[src/hw/pwm_chan_pkg.sv]
//------------------------------------------------------------------------------
// Purpose : Constants shared by the timer channel register file and counter
// Assumes : 32-bit AHB-Lite data, word registers, 16-bit channel counter
// Notes   : Mode codes not listed here behave as the idle (pin) mode, except that leaving one for buffered count raises no flag
//------------------------------------------------------------------------------
package pwm_chan_pkg;

  //----------------------------------------------------------------------------
  // Register byte offsets
  //----------------------------------------------------------------------------
  localparam logic [7:0] OFS_CTRL   = 8'h00; // channel_control_reg
  localparam logic [7:0] OFS_STAT   = 8'h04; // channel_status_reg
  localparam logic [7:0] OFS_CNT    = 8'h08; // Channel count
  localparam logic [7:0] OFS_DATA_A = 8'h0c; // buffer_compare_first
  localparam logic [7:0] OFS_DATA_B = 8'h10; // buffer_compare_second
  localparam logic [7:0] OFS_MASK   = 8'h14; // Interrupt mask

  //----------------------------------------------------------------------------
  // Field layout
  //----------------------------------------------------------------------------
  localparam int CTRL_W    = 11;
  localparam int MODE_LSB  = 0;
  localparam int MODE_MSB  = 6;
  localparam int FEN_BIT   = 7;  // flag_event_enable
  localparam int FRZ_BIT   = 8;  // Freeze
  localparam int PRE_LSB   = 9;  // Prescaler ratio minus one
  localparam int PRE_MSB   = 10;
  localparam int ST_W      = 2;
  localparam int ST_FLAG   = 0;  // Counter event flag
  localparam int ST_WRAP   = 1;  // Counter wrapped past its limit
  localparam int CNT_W     = 16;

  //----------------------------------------------------------------------------
  // Reset values and counter constants
  //----------------------------------------------------------------------------
  localparam logic [CTRL_W-1:0] CTRL_RST = 11'h000;
  localparam logic [ST_W-1:0]   ST_RST   = 2'h0;
  localparam logic [CNT_W-1:0]  CNT_ZERO = 16'h0000;
  localparam logic [CNT_W-1:0]  CNT_ONE  = 16'h0001;
  localparam logic [CNT_W-1:0]  CNT_MAX  = 16'hffff;

  //----------------------------------------------------------------------------
  // Mode codes
  //----------------------------------------------------------------------------
  localparam logic [6:0] MODE_GPIO  = 7'h00;
  localparam logic [6:0] MODE_MC0   = 7'h10; // plain_modulus_count_mode
  localparam logic [6:0] MODE_MC1   = 7'h11;
  localparam logic [6:0] MODE_MCB   = 7'h50; // buffered_modulus_count_mode
  localparam logic [6:0] MODE_FM0   = 7'h58; // freq_width_buffered_pwm_mode
  localparam logic [6:0] MODE_FM1   = 7'h5a;
  localparam logic [6:0] MODE_EDGE  = 7'h60; // edge_buffered_pwm_mode
  localparam logic [6:0] MODE_CTR   = 7'h68; // center_buffered_pwm_mode

endpackage : pwm_chan_pkg

[src/hw/chan_if.sv]
//------------------------------------------------------------------------------
// Purpose : Carries settings to the counter engine and its state back
// Assumes : One clock shared by both ends
// Notes   : Event signals are one-cycle pulses
//------------------------------------------------------------------------------
`timescale 1ns/10ps
interface chan_if;
  import pwm_chan_pkg::*;
  logic [6:0]       mode;
  logic [1:0]       pre;
  logic             freeze;
  logic             cnt_wr;
  logic [CNT_W-1:0] cnt_wdata;
  logic [CNT_W-1:0] a2;
  logic [CNT_W-1:0] b2;
  logic [CNT_W-1:0] cnt;
  logic [CNT_W-1:0] a1;
  logic [CNT_W-1:0] b1;
  logic             match_evt;
  logic             wrap_evt;
  logic             out_lvl;

  modport ctrl (output mode, pre, freeze, cnt_wr, cnt_wdata, a2, b2,
                input  cnt, a1, b1, match_evt, wrap_evt, out_lvl);
  modport engine (input  mode, pre, freeze, cnt_wr, cnt_wdata, a2, b2,
                  output cnt, a1, b1, match_evt, wrap_evt, out_lvl);
endinterface : chan_if

[src/hw/pwm_count_engine.sv]
//------------------------------------------------------------------------------
// Purpose : Prescaled channel counter, compare reload and PWM output
// Assumes : Settings arrive from registers on the same clock
// Notes   : Rollover and reload follow the silicon as built
//------------------------------------------------------------------------------
`timescale 1ns/10ps
module pwm_count_engine
  import pwm_chan_pkg::*;
(
  // Clock and reset
  input wire logic hclk,
  input wire logic hresetn,
  // Register side
  chan_if.engine   ch
);

  logic [1:0]       pre_r;
  logic [CNT_W-1:0] cnt_r;
  logic [CNT_W-1:0] cnt_nxt;
  logic [CNT_W-1:0] a1_r;
  logic [CNT_W-1:0] b1_r;
  logic             dir_r;
  logic             dir_nxt;
  logic             wrap_r;
  logic             match_r;
  logic             wrapev_r;
  logic             out_r;

  //----------------------------------------------------------------------------
  // Mode decode and counter limit
  //----------------------------------------------------------------------------
  wire              is_mc   = ch.mode == MODE_MC0 || ch.mode == MODE_MC1;
  wire              is_mcb  = ch.mode == MODE_MCB;
  wire              is_fm   = ch.mode == MODE_FM0 || ch.mode == MODE_FM1;
  wire              is_edge = ch.mode == MODE_EDGE;
  wire              is_ctr  = ch.mode == MODE_CTR;
  wire              is_buf  = is_mcb | is_fm | is_edge | is_ctr;
  wire              is_pwm  = is_fm | is_edge | is_ctr;
  wire              tick    = pre_r == ch.pre;
  wire              step    = tick & ~ch.freeze & (is_mc | is_buf);
  wire [CNT_W-1:0]  lim     = is_mc ? ch.a2 : (is_mcb ? a1_r : b1_r);
  wire              at_lim  = cnt_r == lim;
  wire              at_max  = cnt_r == CNT_MAX;
  wire              reload  = step & is_buf & ~wrap_r &
                              (cnt_nxt == CNT_ONE);

  //----------------------------------------------------------------------------
  // Next count
  //----------------------------------------------------------------------------
  always_comb begin
    cnt_nxt = cnt_r + CNT_ONE;
    dir_nxt = dir_r;
    if (is_ctr) begin
      if (dir_r) begin
        if (cnt_r <= CNT_ONE) begin
          dir_nxt = 1'b0;
        end else begin
          cnt_nxt = cnt_r - CNT_ONE;
        end
      end else if (at_lim) begin
        dir_nxt = 1'b1;
        cnt_nxt = cnt_r - CNT_ONE;
      end
    end else if (at_lim || at_max) begin
      cnt_nxt = CNT_ZERO;
    end
  end

  //----------------------------------------------------------------------------
  // Prescaler and counter
  //----------------------------------------------------------------------------
  always_ff @(posedge hclk or negedge hresetn) begin
    if (!hresetn) begin
      pre_r <= 2'h0;
      cnt_r <= CNT_ZERO;
      dir_r <= 1'b0;
    end else begin
      pre_r <= tick ? 2'h0 : pre_r + 2'h1;
      if (ch.cnt_wr && ch.freeze) begin
        cnt_r <= ch.cnt_wdata;
      end else if (step) begin
        cnt_r <= cnt_nxt;
        dir_r <= dir_nxt;
      end
    end
  end

  //----------------------------------------------------------------------------
  // Active compare reload, wrap memory, events and output
  //----------------------------------------------------------------------------
  always_ff @(posedge hclk or negedge hresetn) begin
    if (!hresetn) begin
      a1_r     <= CNT_ZERO;
      b1_r     <= CNT_ZERO;
      wrap_r   <= 1'b0;
      match_r  <= 1'b0;
      wrapev_r <= 1'b0;
      out_r    <= 1'b0;
    end else begin
      // Outside buffered modes the active pair tracks the buffers, so a
      // buffered mode never starts from an empty limit and stalls at zero
      if (reload || !is_buf) begin
        a1_r <= ch.a2;
        b1_r <= ch.b2;
      end
      if (step && at_max && !at_lim && !is_ctr) begin
        wrap_r <= 1'b1; // Blocks the next reload
      end else if (step && cnt_nxt == CNT_ONE) begin
        wrap_r <= 1'b0;
      end
      match_r  <= step & at_lim;
      wrapev_r <= step & at_max & ~at_lim & ~is_ctr;
      out_r    <= is_pwm & (cnt_r >= a1_r);
    end
  end

  assign ch.cnt       = cnt_r;
  assign ch.a1        = a1_r;
  assign ch.b1        = b1_r;
  assign ch.match_evt = match_r;
  assign ch.wrap_evt  = wrapev_r;
  assign ch.out_lvl   = out_r;
endmodule : pwm_count_engine

[src/hw/unified_channel_pwm_counter.sv]
//------------------------------------------------------------------------------
// Purpose : Timer channel with modulus count and buffered PWM modes
// Assumes : AHB-Lite single word transfers, one slave on the bus
// Notes   : Reads take one wait state, writes none, response always OKAY
//------------------------------------------------------------------------------
//------------------------------------------------------------------------------
`timescale 1ns/10ps
module unified_channel_pwm_counter
  import pwm_chan_pkg::*;
(
  // Clock and reset
  input  wire logic        hclk,
  input  wire logic        hresetn,
  // AHB-Lite slave
  input  wire logic        hsel,
  input  wire logic [31:0] haddr,
  input  wire logic [1:0]  htrans,
  input  wire logic        hwrite,
  input  wire logic [2:0]  hsize,
  input  wire logic [31:0] hwdata,
  input  wire logic        hready,
  output      logic        hreadyout,
  output      logic [31:0] hrdata,
  output      logic        hresp,
  // Interrupt and channel pin
  output      logic        irq,
  output      logic        chan_out
);

  chan_if ch ();

  logic [7:0]        addr_r;
  logic              wr_act_r;
  logic              rd_pend_r;
  logic              hreadyout_r;
  logic [31:0]       hrdata_r;
  logic [CTRL_W-1:0] ctrl_r;
  logic [ST_W-1:0]   stat_r;
  logic [ST_W-1:0]   stat_nxt;
  logic [ST_W-1:0]   mask_r;
  logic [CNT_W-1:0]  a2_r;
  logic [CNT_W-1:0]  b2_r;
  logic              irq_r;
  logic              out_r;

  //----------------------------------------------------------------------------
  // Address phase acceptance and register decode
  //----------------------------------------------------------------------------
  wire        accept   = hsel & hready & htrans[1];
  wire        sel_ctrl = addr_r == OFS_CTRL;
  wire        sel_stat = addr_r == OFS_STAT;
  wire        sel_cnt  = addr_r == OFS_CNT;
  wire        sel_a    = addr_r == OFS_DATA_A;
  wire        sel_b    = addr_r == OFS_DATA_B;
  wire        sel_mask = addr_r == OFS_MASK;
  wire        wr_ctrl  = wr_act_r & sel_ctrl;
  wire        wr_stat  = wr_act_r & sel_stat;
  wire [6:0]  mode_cur = ctrl_r[MODE_MSB:MODE_LSB];
  wire [6:0]  mode_new = hwdata[MODE_MSB:MODE_LSB];
  wire        flag_event_enable      = ctrl_r[FEN_BIT];

  // Mode write leaving the pin mode for buffered count raises the flag
  wire        spur_set = wr_ctrl & (mode_cur == MODE_GPIO) &
                         (mode_new == MODE_MCB);
  wire [ST_W-1:0] clr_vec = wr_stat ? hwdata[ST_W-1:0] : ST_RST;
  wire [ST_W-1:0] set_vec = {ch.wrap_evt, ch.match_evt | spur_set};
  wire [ST_W-1:0] irq_gate = {1'b1, flag_event_enable};

  //----------------------------------------------------------------------------
  // Read data selection
  //----------------------------------------------------------------------------
  wire [31:0] rdata_mux =
    sel_ctrl ? {{(32-CTRL_W){1'b0}}, ctrl_r} :
    sel_stat ? {{(32-ST_W){1'b0}}, stat_r} :
    sel_cnt  ? {{(32-CNT_W){1'b0}}, ch.cnt} :
    sel_a    ? {{(32-CNT_W){1'b0}}, a2_r} :
    sel_b    ? {{(32-CNT_W){1'b0}}, b2_r} :
    sel_mask ? {{(32-ST_W){1'b0}}, mask_r} : 32'h0000_0000;

  // Status: hardware set wins over a write-one clear
  always_comb begin
    stat_nxt = (stat_r & ~clr_vec) | set_vec;
  end

  //----------------------------------------------------------------------------
  // Bus handshake: reads insert one wait state to fetch fresh data
  //----------------------------------------------------------------------------
  always_ff @(posedge hclk or negedge hresetn) begin
    if (!hresetn) begin
      addr_r      <= 8'h00;
      wr_act_r    <= 1'b0;
      rd_pend_r   <= 1'b0;
      hreadyout_r <= 1'b1;
      hrdata_r    <= 32'h0000_0000;
    end else begin
      wr_act_r    <= accept & hwrite;
      rd_pend_r   <= accept & ~hwrite;
      hreadyout_r <= ~(accept & ~hwrite);
      if (accept) begin
        addr_r <= haddr[7:0];
      end
      if (rd_pend_r) begin
        hrdata_r <= rdata_mux;
      end
    end
  end

  //----------------------------------------------------------------------------
  // Control, buffer and mask registers
  //----------------------------------------------------------------------------
  always_ff @(posedge hclk or negedge hresetn) begin
    if (!hresetn) begin
      ctrl_r <= CTRL_RST;
      mask_r <= ST_RST;
      a2_r   <= CNT_ZERO;
      b2_r   <= CNT_ZERO;
    end else if (wr_act_r) begin
      if (sel_ctrl) ctrl_r <= hwdata[CTRL_W-1:0];
      if (sel_mask) mask_r <= hwdata[ST_W-1:0];
      if (sel_a)    a2_r   <= hwdata[CNT_W-1:0];
      if (sel_b)    b2_r   <= hwdata[CNT_W-1:0];
    end
  end

  //----------------------------------------------------------------------------
  // Sticky status, interrupt and pin
  //----------------------------------------------------------------------------
  always_ff @(posedge hclk or negedge hresetn) begin
    if (!hresetn) begin
      stat_r <= ST_RST;
      irq_r  <= 1'b0;
      out_r  <= 1'b0;
    end else begin
      stat_r <= stat_nxt;
      irq_r  <= |(stat_r & mask_r & irq_gate);
      out_r  <= ch.out_lvl;
    end
  end

  //----------------------------------------------------------------------------
  // Counter engine hookup
  //----------------------------------------------------------------------------
  assign ch.mode      = mode_cur;
  assign ch.pre       = ctrl_r[PRE_MSB:PRE_LSB];
  assign ch.freeze    = ctrl_r[FRZ_BIT];
  assign ch.cnt_wr    = wr_act_r & sel_cnt;
  assign ch.cnt_wdata = hwdata[CNT_W-1:0];
  assign ch.a2        = a2_r;
  assign ch.b2        = b2_r;

  pwm_count_engine u_engine (
    .hclk    (hclk),
    .hresetn (hresetn),
    .ch      (ch)
  );

  assign hreadyout = hreadyout_r;
  assign hrdata    = hrdata_r;
  assign hresp     = 1'b0;
  assign irq       = irq_r;
  assign chan_out  = out_r;
endmodule : unified_channel_pwm_counter

[config.mk]
export PLATFORM = sky130hd
export DESIGN_NAME = unified_channel_pwm_counter
export DESIGN_NICKNAME = d
export VERILOG_FILES = /design/src/hw/pwm_chan_pkg.sv /design/src/hw/chan_if.sv /design/src/hw/pwm_count_engine.sv /design/src/hw/unified_channel_pwm_counter.sv
export SDC_FILE = /design/constraint.sdc
export NUM_CORES = 1
export LEC_CHECK = 0
export BUFFER_PORTS_ARGS = -buffer_cell sky130_fd_sc_hd__buf_2
export CAP_MARGIN = 5
export CORE_MARGIN = 2
export CORE_UTILIZATION = 40
export DETAILED_ROUTE_END_ITERATION = 7
export PLACE_DENSITY = 0.63
export SLEW_MARGIN = 5
export SYNTH_ARGS = -nofsm -noshare
export SYNTH_HDL_FRONTEND = slang
export SYNTH_SLANG_ARGS = --single-unit
[constraint.sdc]
create_clock -name hclk -period 7.8 [get_ports hclk]
set_input_delay 1.56 -clock hclk [delete_from_list [all_inputs] [get_ports hclk]]
set_output_delay 1.56 -clock hclk [all_outputs]
set_load 0.01 [all_outputs]
* Yosys cells after proc, flatten, opt, wreduce, memory -nomap -nowiden
Index checks and enable logic that the tools add are counted.
W data, S select, Z words.
** Storage, ports and cells
- Register bits after elaboration :: 147
- Output and inout bits :: 36
- Word-level logic and storage cells :: 125
** Operators by class
- Add/subtract/negate cells :: 3
- Order comparisons :: 2
- Equal/unequal tests :: 17
- Multiplexer cells :: 22
- Bitwise operators :: 38
- Reductions and logical operators :: 22
** Operator list (number)
- $mux W16 :: 14
- $eq A7 B7 Y1 const B :: 6
- $and A1 B1 Y1 :: 19
- $add A16 B1 Y16 const B :: 1
- $eq A16 B1 Y1 const B :: 1
- $eq A16 B16 Y1 :: 1
- $eq A16 B16 Y1 const B :: 1
- $eq A8 B4 Y1 const B :: 2
- $eq A8 B5 Y1 const B :: 2
- $ge A16 B16 Y1 :: 1
- $le A16 B1 Y1 const B :: 1
- $sub A16 B1 Y16 const B :: 1
- $eq A7 B5 Y1 const B :: 2
- $eq A8 B3 Y1 const B :: 1
- $logic_not A8 Y1 :: 1
- $reduce_and A2 Y1 :: 4
- $logic_not A7 Y1 :: 1
- $not A1 Y1 :: 7
- $or A1 B1 Y1 :: 7
- $and A2 B2 Y2 :: 3
- $mux W2 :: 3
- $logic_and A1 B1 Y1 :: 5
- $mux W1 :: 5
- $logic_or A1 B1 Y1 :: 4
- 8 further kinds :: 11

* Logic depth before layout (Yosys ltp)
- Depth after elaboration :: 11
- Gate-level depth with buffers :: 17

* Modules after synthesis
From an unflattened synthesis, not the netlist that was laid out.
** Unflattened totals
- Cell total of the unflattened synthesis :: 999
- Area, all modules :: 9106.2 um2
** By module, submodules not included
- pwm_count_engine :: instances 1, cells each 686, area an instance 5411.4 um2
- unified_channel_pwm_counter :: instances 1, cells each 313, area an instance 3694.8 um2

* Worst setup path after synthesis
No wires, ideal clock.
- Kind :: register to register
- From :: register ctrl_r[5]
- To :: register u_engine.a1_r[0], in the netlist u_engine.ch.a1[0]
- Arrival time :: 4303 ps
- Slack :: 3369 ps
- Stages on the path, launching flop included :: 16
- Buffers on the path :: 3
- Path through :: dfrtp_1 > buf_2 > or4b_4 > buf_2 > nor3_1 > a31oi_1 > xor2_1 > or4_4 > nor3_4 > nand2_2 > a2111oi_2 > o221ai_1 > or4b_4 > o41ai_4 > buf_6 > mux2_1
** Between the ends
- Longest elaborated chain between the ends :: 11
- Elaborated cells on any way between the ends :: 28
- Those cells by class :: eq/ne (9); mux (6); bitwise (8); reduce/logical (5)
** RTL lines
- start: declaration :: line unified_channel_pwm_counter.sv:37 : logic [CTRL_W-1:0] ctrl_r;
- start signal: assignment :: line unified_channel_pwm_counter.sv:118 : if (sel_ctrl) ctrl_r <= hwdata[CTRL_W-1:0];
- parallel branches: the longest is 10 deep, another holds $mux W16
- $logic_or A1 B1 Y1 (*) :: line pwm_count_engine.sv:102 : if (reload || !is_buf) begin
- end signal: assignment :: line pwm_count_engine.sv:103 : a1_r <= ch.a2;
- end: declaration :: line pwm_count_engine.sv:20 : logic [CNT_W-1:0] a1_r;
Every way passes the cells marked *.
A chain may end at the register's enable or synchronous reset.

* Final worst setup path
- From :: register ctrl_r[1]
- To :: register u_engine.b1_r[9], in the netlist u_engine.ch.b1[9]
** Between the ends
- Longest elaborated chain between the ends :: 11
- Elaborated cells on any way between the ends :: 28
- Those cells by class :: eq/ne (9); mux (6); bitwise (8); reduce/logical (5)
** RTL lines
- parallel branches: the longest is 10 deep, another holds $mux W16
- $logic_or A1 B1 Y1 (*) :: line pwm_count_engine.sv:102
- end signal: assignment :: line pwm_count_engine.sv:104 : b1_r <= ch.b2;
- end: declaration :: line pwm_count_engine.sv:21 : logic [CNT_W-1:0] b1_r;
Marked as above.

==> results.sh <==
export IMPL_status="finished clean"
export IMPL_r2r_slack_ns=2.08
export IMPL_global_route_usage_total_pct=21.5
export IMPL_root_buffer="clkbuf_16"
export IMPL_final_common_cell="dfrtp_1"
export IMPL_via_count_of_the_first_global_routing_pass=5844
export IMPL_hp_class="reg -> reg"
export IMPL_synth_edff_count=0
export IMPL_yosysUniqueCellTypes=74
export IMPL_num_nets_final=900
export IMPL_ys_warnings_count=0
export IMPL_synth_async_sr_flop_share_pct=100
export IMPL_coreArea_mm2=0.0188
export IMPL_detailroute_via_count=6258
export IMPL_clock_tree_buffer_depth=2
export IMPL_path_buf_inv=2
export IMPL_critPathKind="reg -> reg"
export IMPL_postCtsSetupBuffers=0
export IMPL_layout_common_cells="130 x dfrtp_1, 65 x nor2_1, 57 x mux2_2"
export IMPL_start_util_pct=41.1
export IMPL_cp_depth=14
export IMPL_slew_viol_final=0
export IMPL_synth_yosys_seq_area_share_pct=42.4
export IMPL_dpl_hpwl_mm=14.1
export IMPL_relSlewSlack_pct=20.8
export IMPL_setup_repair_after_global_routing_missed_its_margin="false"
export IMPL_antenna_left=0
export IMPL_die_area_mm2=0.0205
export IMPL_critical_path_reg2reg_endpoint="u_engine.ch.b1[9]$_DFFE_PN0P_"
export IMPL_peak_clock_frequency_supported_by_timing_mhz=175
export IMPL_crit_fanout=32
export IMPL_placementRows=50
export IMPL_pwr_dens_mw_per_mm2=257
export IMPL_drive_above_1_share_pct=20.1
export IMPL_post_drt_via_cell_ratio=5.79
export IMPL_critPathArrivalTime_ns=6.03
export IMPL_critPathLaunch="ctrl_r[1]$_DFFE_PN0P_"
export IMPL_cts_reportedPaths_clkPinSlew_ns=0.06
export IMPL_finalClockSkew_ns=0.00927
export IMPL_area_delta_synth_final_pct=12.3
export IMPL_gp_congestion=0.894
export IMPL_critical_path_required_ns=8.10
export IMPL_die_width_um=143
export IMPL_wire_length_of_the_first_global_routing_pass_mm=33.6
export IMPL_cts_resized=0
export IMPL_total_power_uw=2230
export IMPL_worst_slew_pin_slew_ns=1.18
export IMPL_ys_flop_type="dfrtp_1"
export IMPL_hold_buffers=0
export IMPL_final_period_minus_worst_setup_slack_ns=5.72
export IMPL_dieHeight_um=143
export IMPL_post_route_util_pct=46.2
export IMPL_report_final_setup_viol=0
export IMPL_critical_path_cell_by_cell="nor4b_2 > buf_4 > nand2b_1 > o311ai_0 > o21ai_0 > xnor2_1 > nor4_2 > nand2_2 > nand2_1 > o221ai_1 > or4b_4 > o41ai_4 > buf_4 > mux2_1"
export IMPL_drt_iter0_markers=522
export IMPL_critPathMaxStageDelay_ns=0.58
export IMPL_report_final_hold_viol_count=0
export IMPL_total_of_flip_flops_plus_latches_after_synthesis=131
export IMPL_cts_made_buffers=17
export IMPL_fillers=1785
export IMPL_wl_mm=20.7
export IMPL_leakage_uw=0.00384
export IMPL_place_port_buffers=48
export IMPL_synth_cell_area_mm2=0.00774
export IMPL_antenna_cells=0
export IMPL_final_period_utilization_pct=73.4
export IMPL_vdd_ir_drop_max_mv=0.174
export IMPL_worst_setup_path_endpoint="u_engine.ch.b1[9]$_DFFE_PN0P_"
export IMPL_slowest_stage="or4b_4"
export IMPL_dr_pass1_iters=5
export IMPL_grt_antenna_before_repair=0
export IMPL_syn_avg_cell_area_um2=9.85
export IMPL_critical_path_top_delay_family="simple AND/OR/NAND/NOR gates"
export IMPL_routed_length_per_instance_um=19.2
export IMPL_critPathLaunchType="flip-flop"
export IMPL_drc_markers=0
export IMPL_post_syn_instances=786
export IMPL_max_cap_viol_count=0
export IMPL_r2r_cells=14
export IMPL_cts_sink_count=131
export IMPL_htreeDepth=4
export IMPL_worst_skew_pair_late_latency_ns=0.43
export IMPL_critPathMostFrequentCell="buf_4"
export IMPL_regToRegStartpoint="ctrl_r[1]$_DFFE_PN0P_"
export IMPL_residual_overflow_from_global_routing=0
export IMPL_worst_setup_path_end_kind="flip-flop"
export IMPL_fin_setup_tns_ns=0
export IMPL_floorplan_io_pins=110
export IMPL_grt_max_degree=80
export IMPL_cts_tree="built"
## registers in the layout, indices dropped and copies added, names as in the netlist, 2 cells and up
signal	count
a2_r	16
addr_r	8
b2_r	16
ctrl_r	11
hrdata	16
mask_r	2
stat_r	2
u_engine.ch.a1	16
u_engine.ch.b1	16
u_engine.ch.cnt	16
u_engine.pre_r	2
## per-stage QoR
step | hold slack, ns | instances | instance area [um2] | setup slack [ns]
finish | 0.351 | 1080 | 8690 | 2.08
global route | 0.372 | 1080 | 8690 | 1.82
CTS | 0.354 | 1080 | 8690 | 2.16
detailed placement | 0.343 | 1048 | 8100 | 2.19
global placement | 0.331 | 1048 | 8100 | 2.19
floorplan | 0.331 | 802 | 7800 | 3.37
## Yosys cell counts (3+ instances only)
| library cell | instances | area share [%] |
|---|---|---|
| nand4_1 | 4 | 0.32 |
| a22oi_1 | 25 | 2.4 |
| nand3_1 | 23 | 1.5 |
| clkbuf_1 | 44 | 2.1 |
| mux2_1 | 30 | 4.4 |
| nor3b_1 | 4 | 0.39 |
| buf_6 | 3 | 0.44 |
| o21ai_0 | 44 | 2.8 |
| a21oi_1 | 43 | 2.8 |
| inv_1 | 27 | 1.3 |
| buf_2 | 4 | 0.26 |
| mux2_2 | 57 | 8.3 |
| a221o_1 | 6 | 0.78 |
| ha_1 | 19 | 3.1 |
| nand2_1 | 31 | 1.5 |
| a221oi_1 | 11 | 1.2 |
| or3_1 | 4 | 0.32 |
| nor2_1 | 65 | 3.2 |
| nor2b_1 | 4 | 0.32 |
| a211oi_1 | 7 | 0.68 |
| and3_1 | 8 | 0.65 |
| and2_1 | 5 | 0.40 |
| buf_4 | 17 | 1.6 |
| a31oi_1 | 21 | 1.7 |
| nand2b_1 | 6 | 0.49 |
| buf_1 | 4 | 0.19 |
| nor4_1 | 5 | 0.40 |
| xor2_1 | 12 | 1.4 |
| a21o_1 | 10 | 0.97 |
| nor3_1 | 30 | 1.9 |
| mux2i_1 | 3 | 0.39 |
| o21a_1 | 4 | 0.39 |
| dfrtp_1 | 130 | 42 |
| xnor2_1 | 24 | 2.7 |
## layer usage
metal	share of wire, %	track usage [%]	vias to the layer above
met1	47	31.0	3100
met3	6.2	4.36	28
met4	1.9	7.14	0
met2	45	32.1	240
li1	-	-	2890
met5	0	0	-
## worst min-delay path by stage
stage | start | depth (start not counted) | to | slack (ns)
5_1_grt | u_engine.ch.out_lvl$_DFF_PN0_ | 0 | chan_out$_DFF_PN0_ | 0.37
3_5_place_dp | u_engine.ch.out_lvl$_DFF_PN0_ | 0 | chan_out$_DFF_PN0_ | 0.34
6_report | u_engine.ch.out_lvl$_DFF_PN0_ | 0 | chan_out$_DFF_PN0_ | 0.35
2_1_floorplan | u_engine.ch.out_lvl$_DFF_PN0_ | 0 | chan_out$_DFF_PN0_ | 0.33
4_1_cts | u_engine.ch.out_lvl$_DFF_PN0_ | 0 | chan_out$_DFF_PN0_ | 0.35
3_3_place_gp | u_engine.ch.out_lvl$_DFF_PN0_ | 0 | chan_out$_DFF_PN0_ | 0.33
## power by group
group / leakage, uW / total (uW) / switching (uW) / internal (uW)
Combinational: 0.00186 / 498 / 271 / 227
Sequential: 0.00170 / 928 / 172 / 756
Clock: 0.000287 / 807 / 324 / 483
Total: 0.00384 / 2230 / 768 / 1470
## layout make-up
type	instances	area [um2]	share of cell area, %
clock inverter	14	155	1.79
inverter	27	101	1.17
tap	260	325	3.74
multi-input combinational	571	4060	46.7
clock buffer	18	439	5.05
timing repair buffer	59	329	3.79
sequential	131	3280	37.7
## worst reg2reg max path: stages (launching register included)
cell and delay [ns]:
dfrtp_1 0.49, nor4b_2 0.42, buf_4 0.28, nand2b_1 0.53, o311ai_0 0.29, o21ai_0 0.21, xnor2_1 0.20, nor4_2 0.47
nand2_2 0.36, nand2_1 0.42, o221ai_1 0.19, or4b_4 0.58, o41ai_4 0.29, buf_4 0.47, mux2_1 0.39
## cells by family after synthesis
| family | synth area share, % |
|---|---|
| muxes | 13.0 |
| buffers and inverters | 6.05 |
| other | 0.0485 |
| xor gates and xnor gates | 4.07 |
| DFF | 42.4 |
| and+or+nand+nor | 14.1 |
| AOI/OAI and AO/OA | 17.2 |
| adders and majority gates | 3.07 |
No activity file was read; power rests on OpenSTA's default activity.
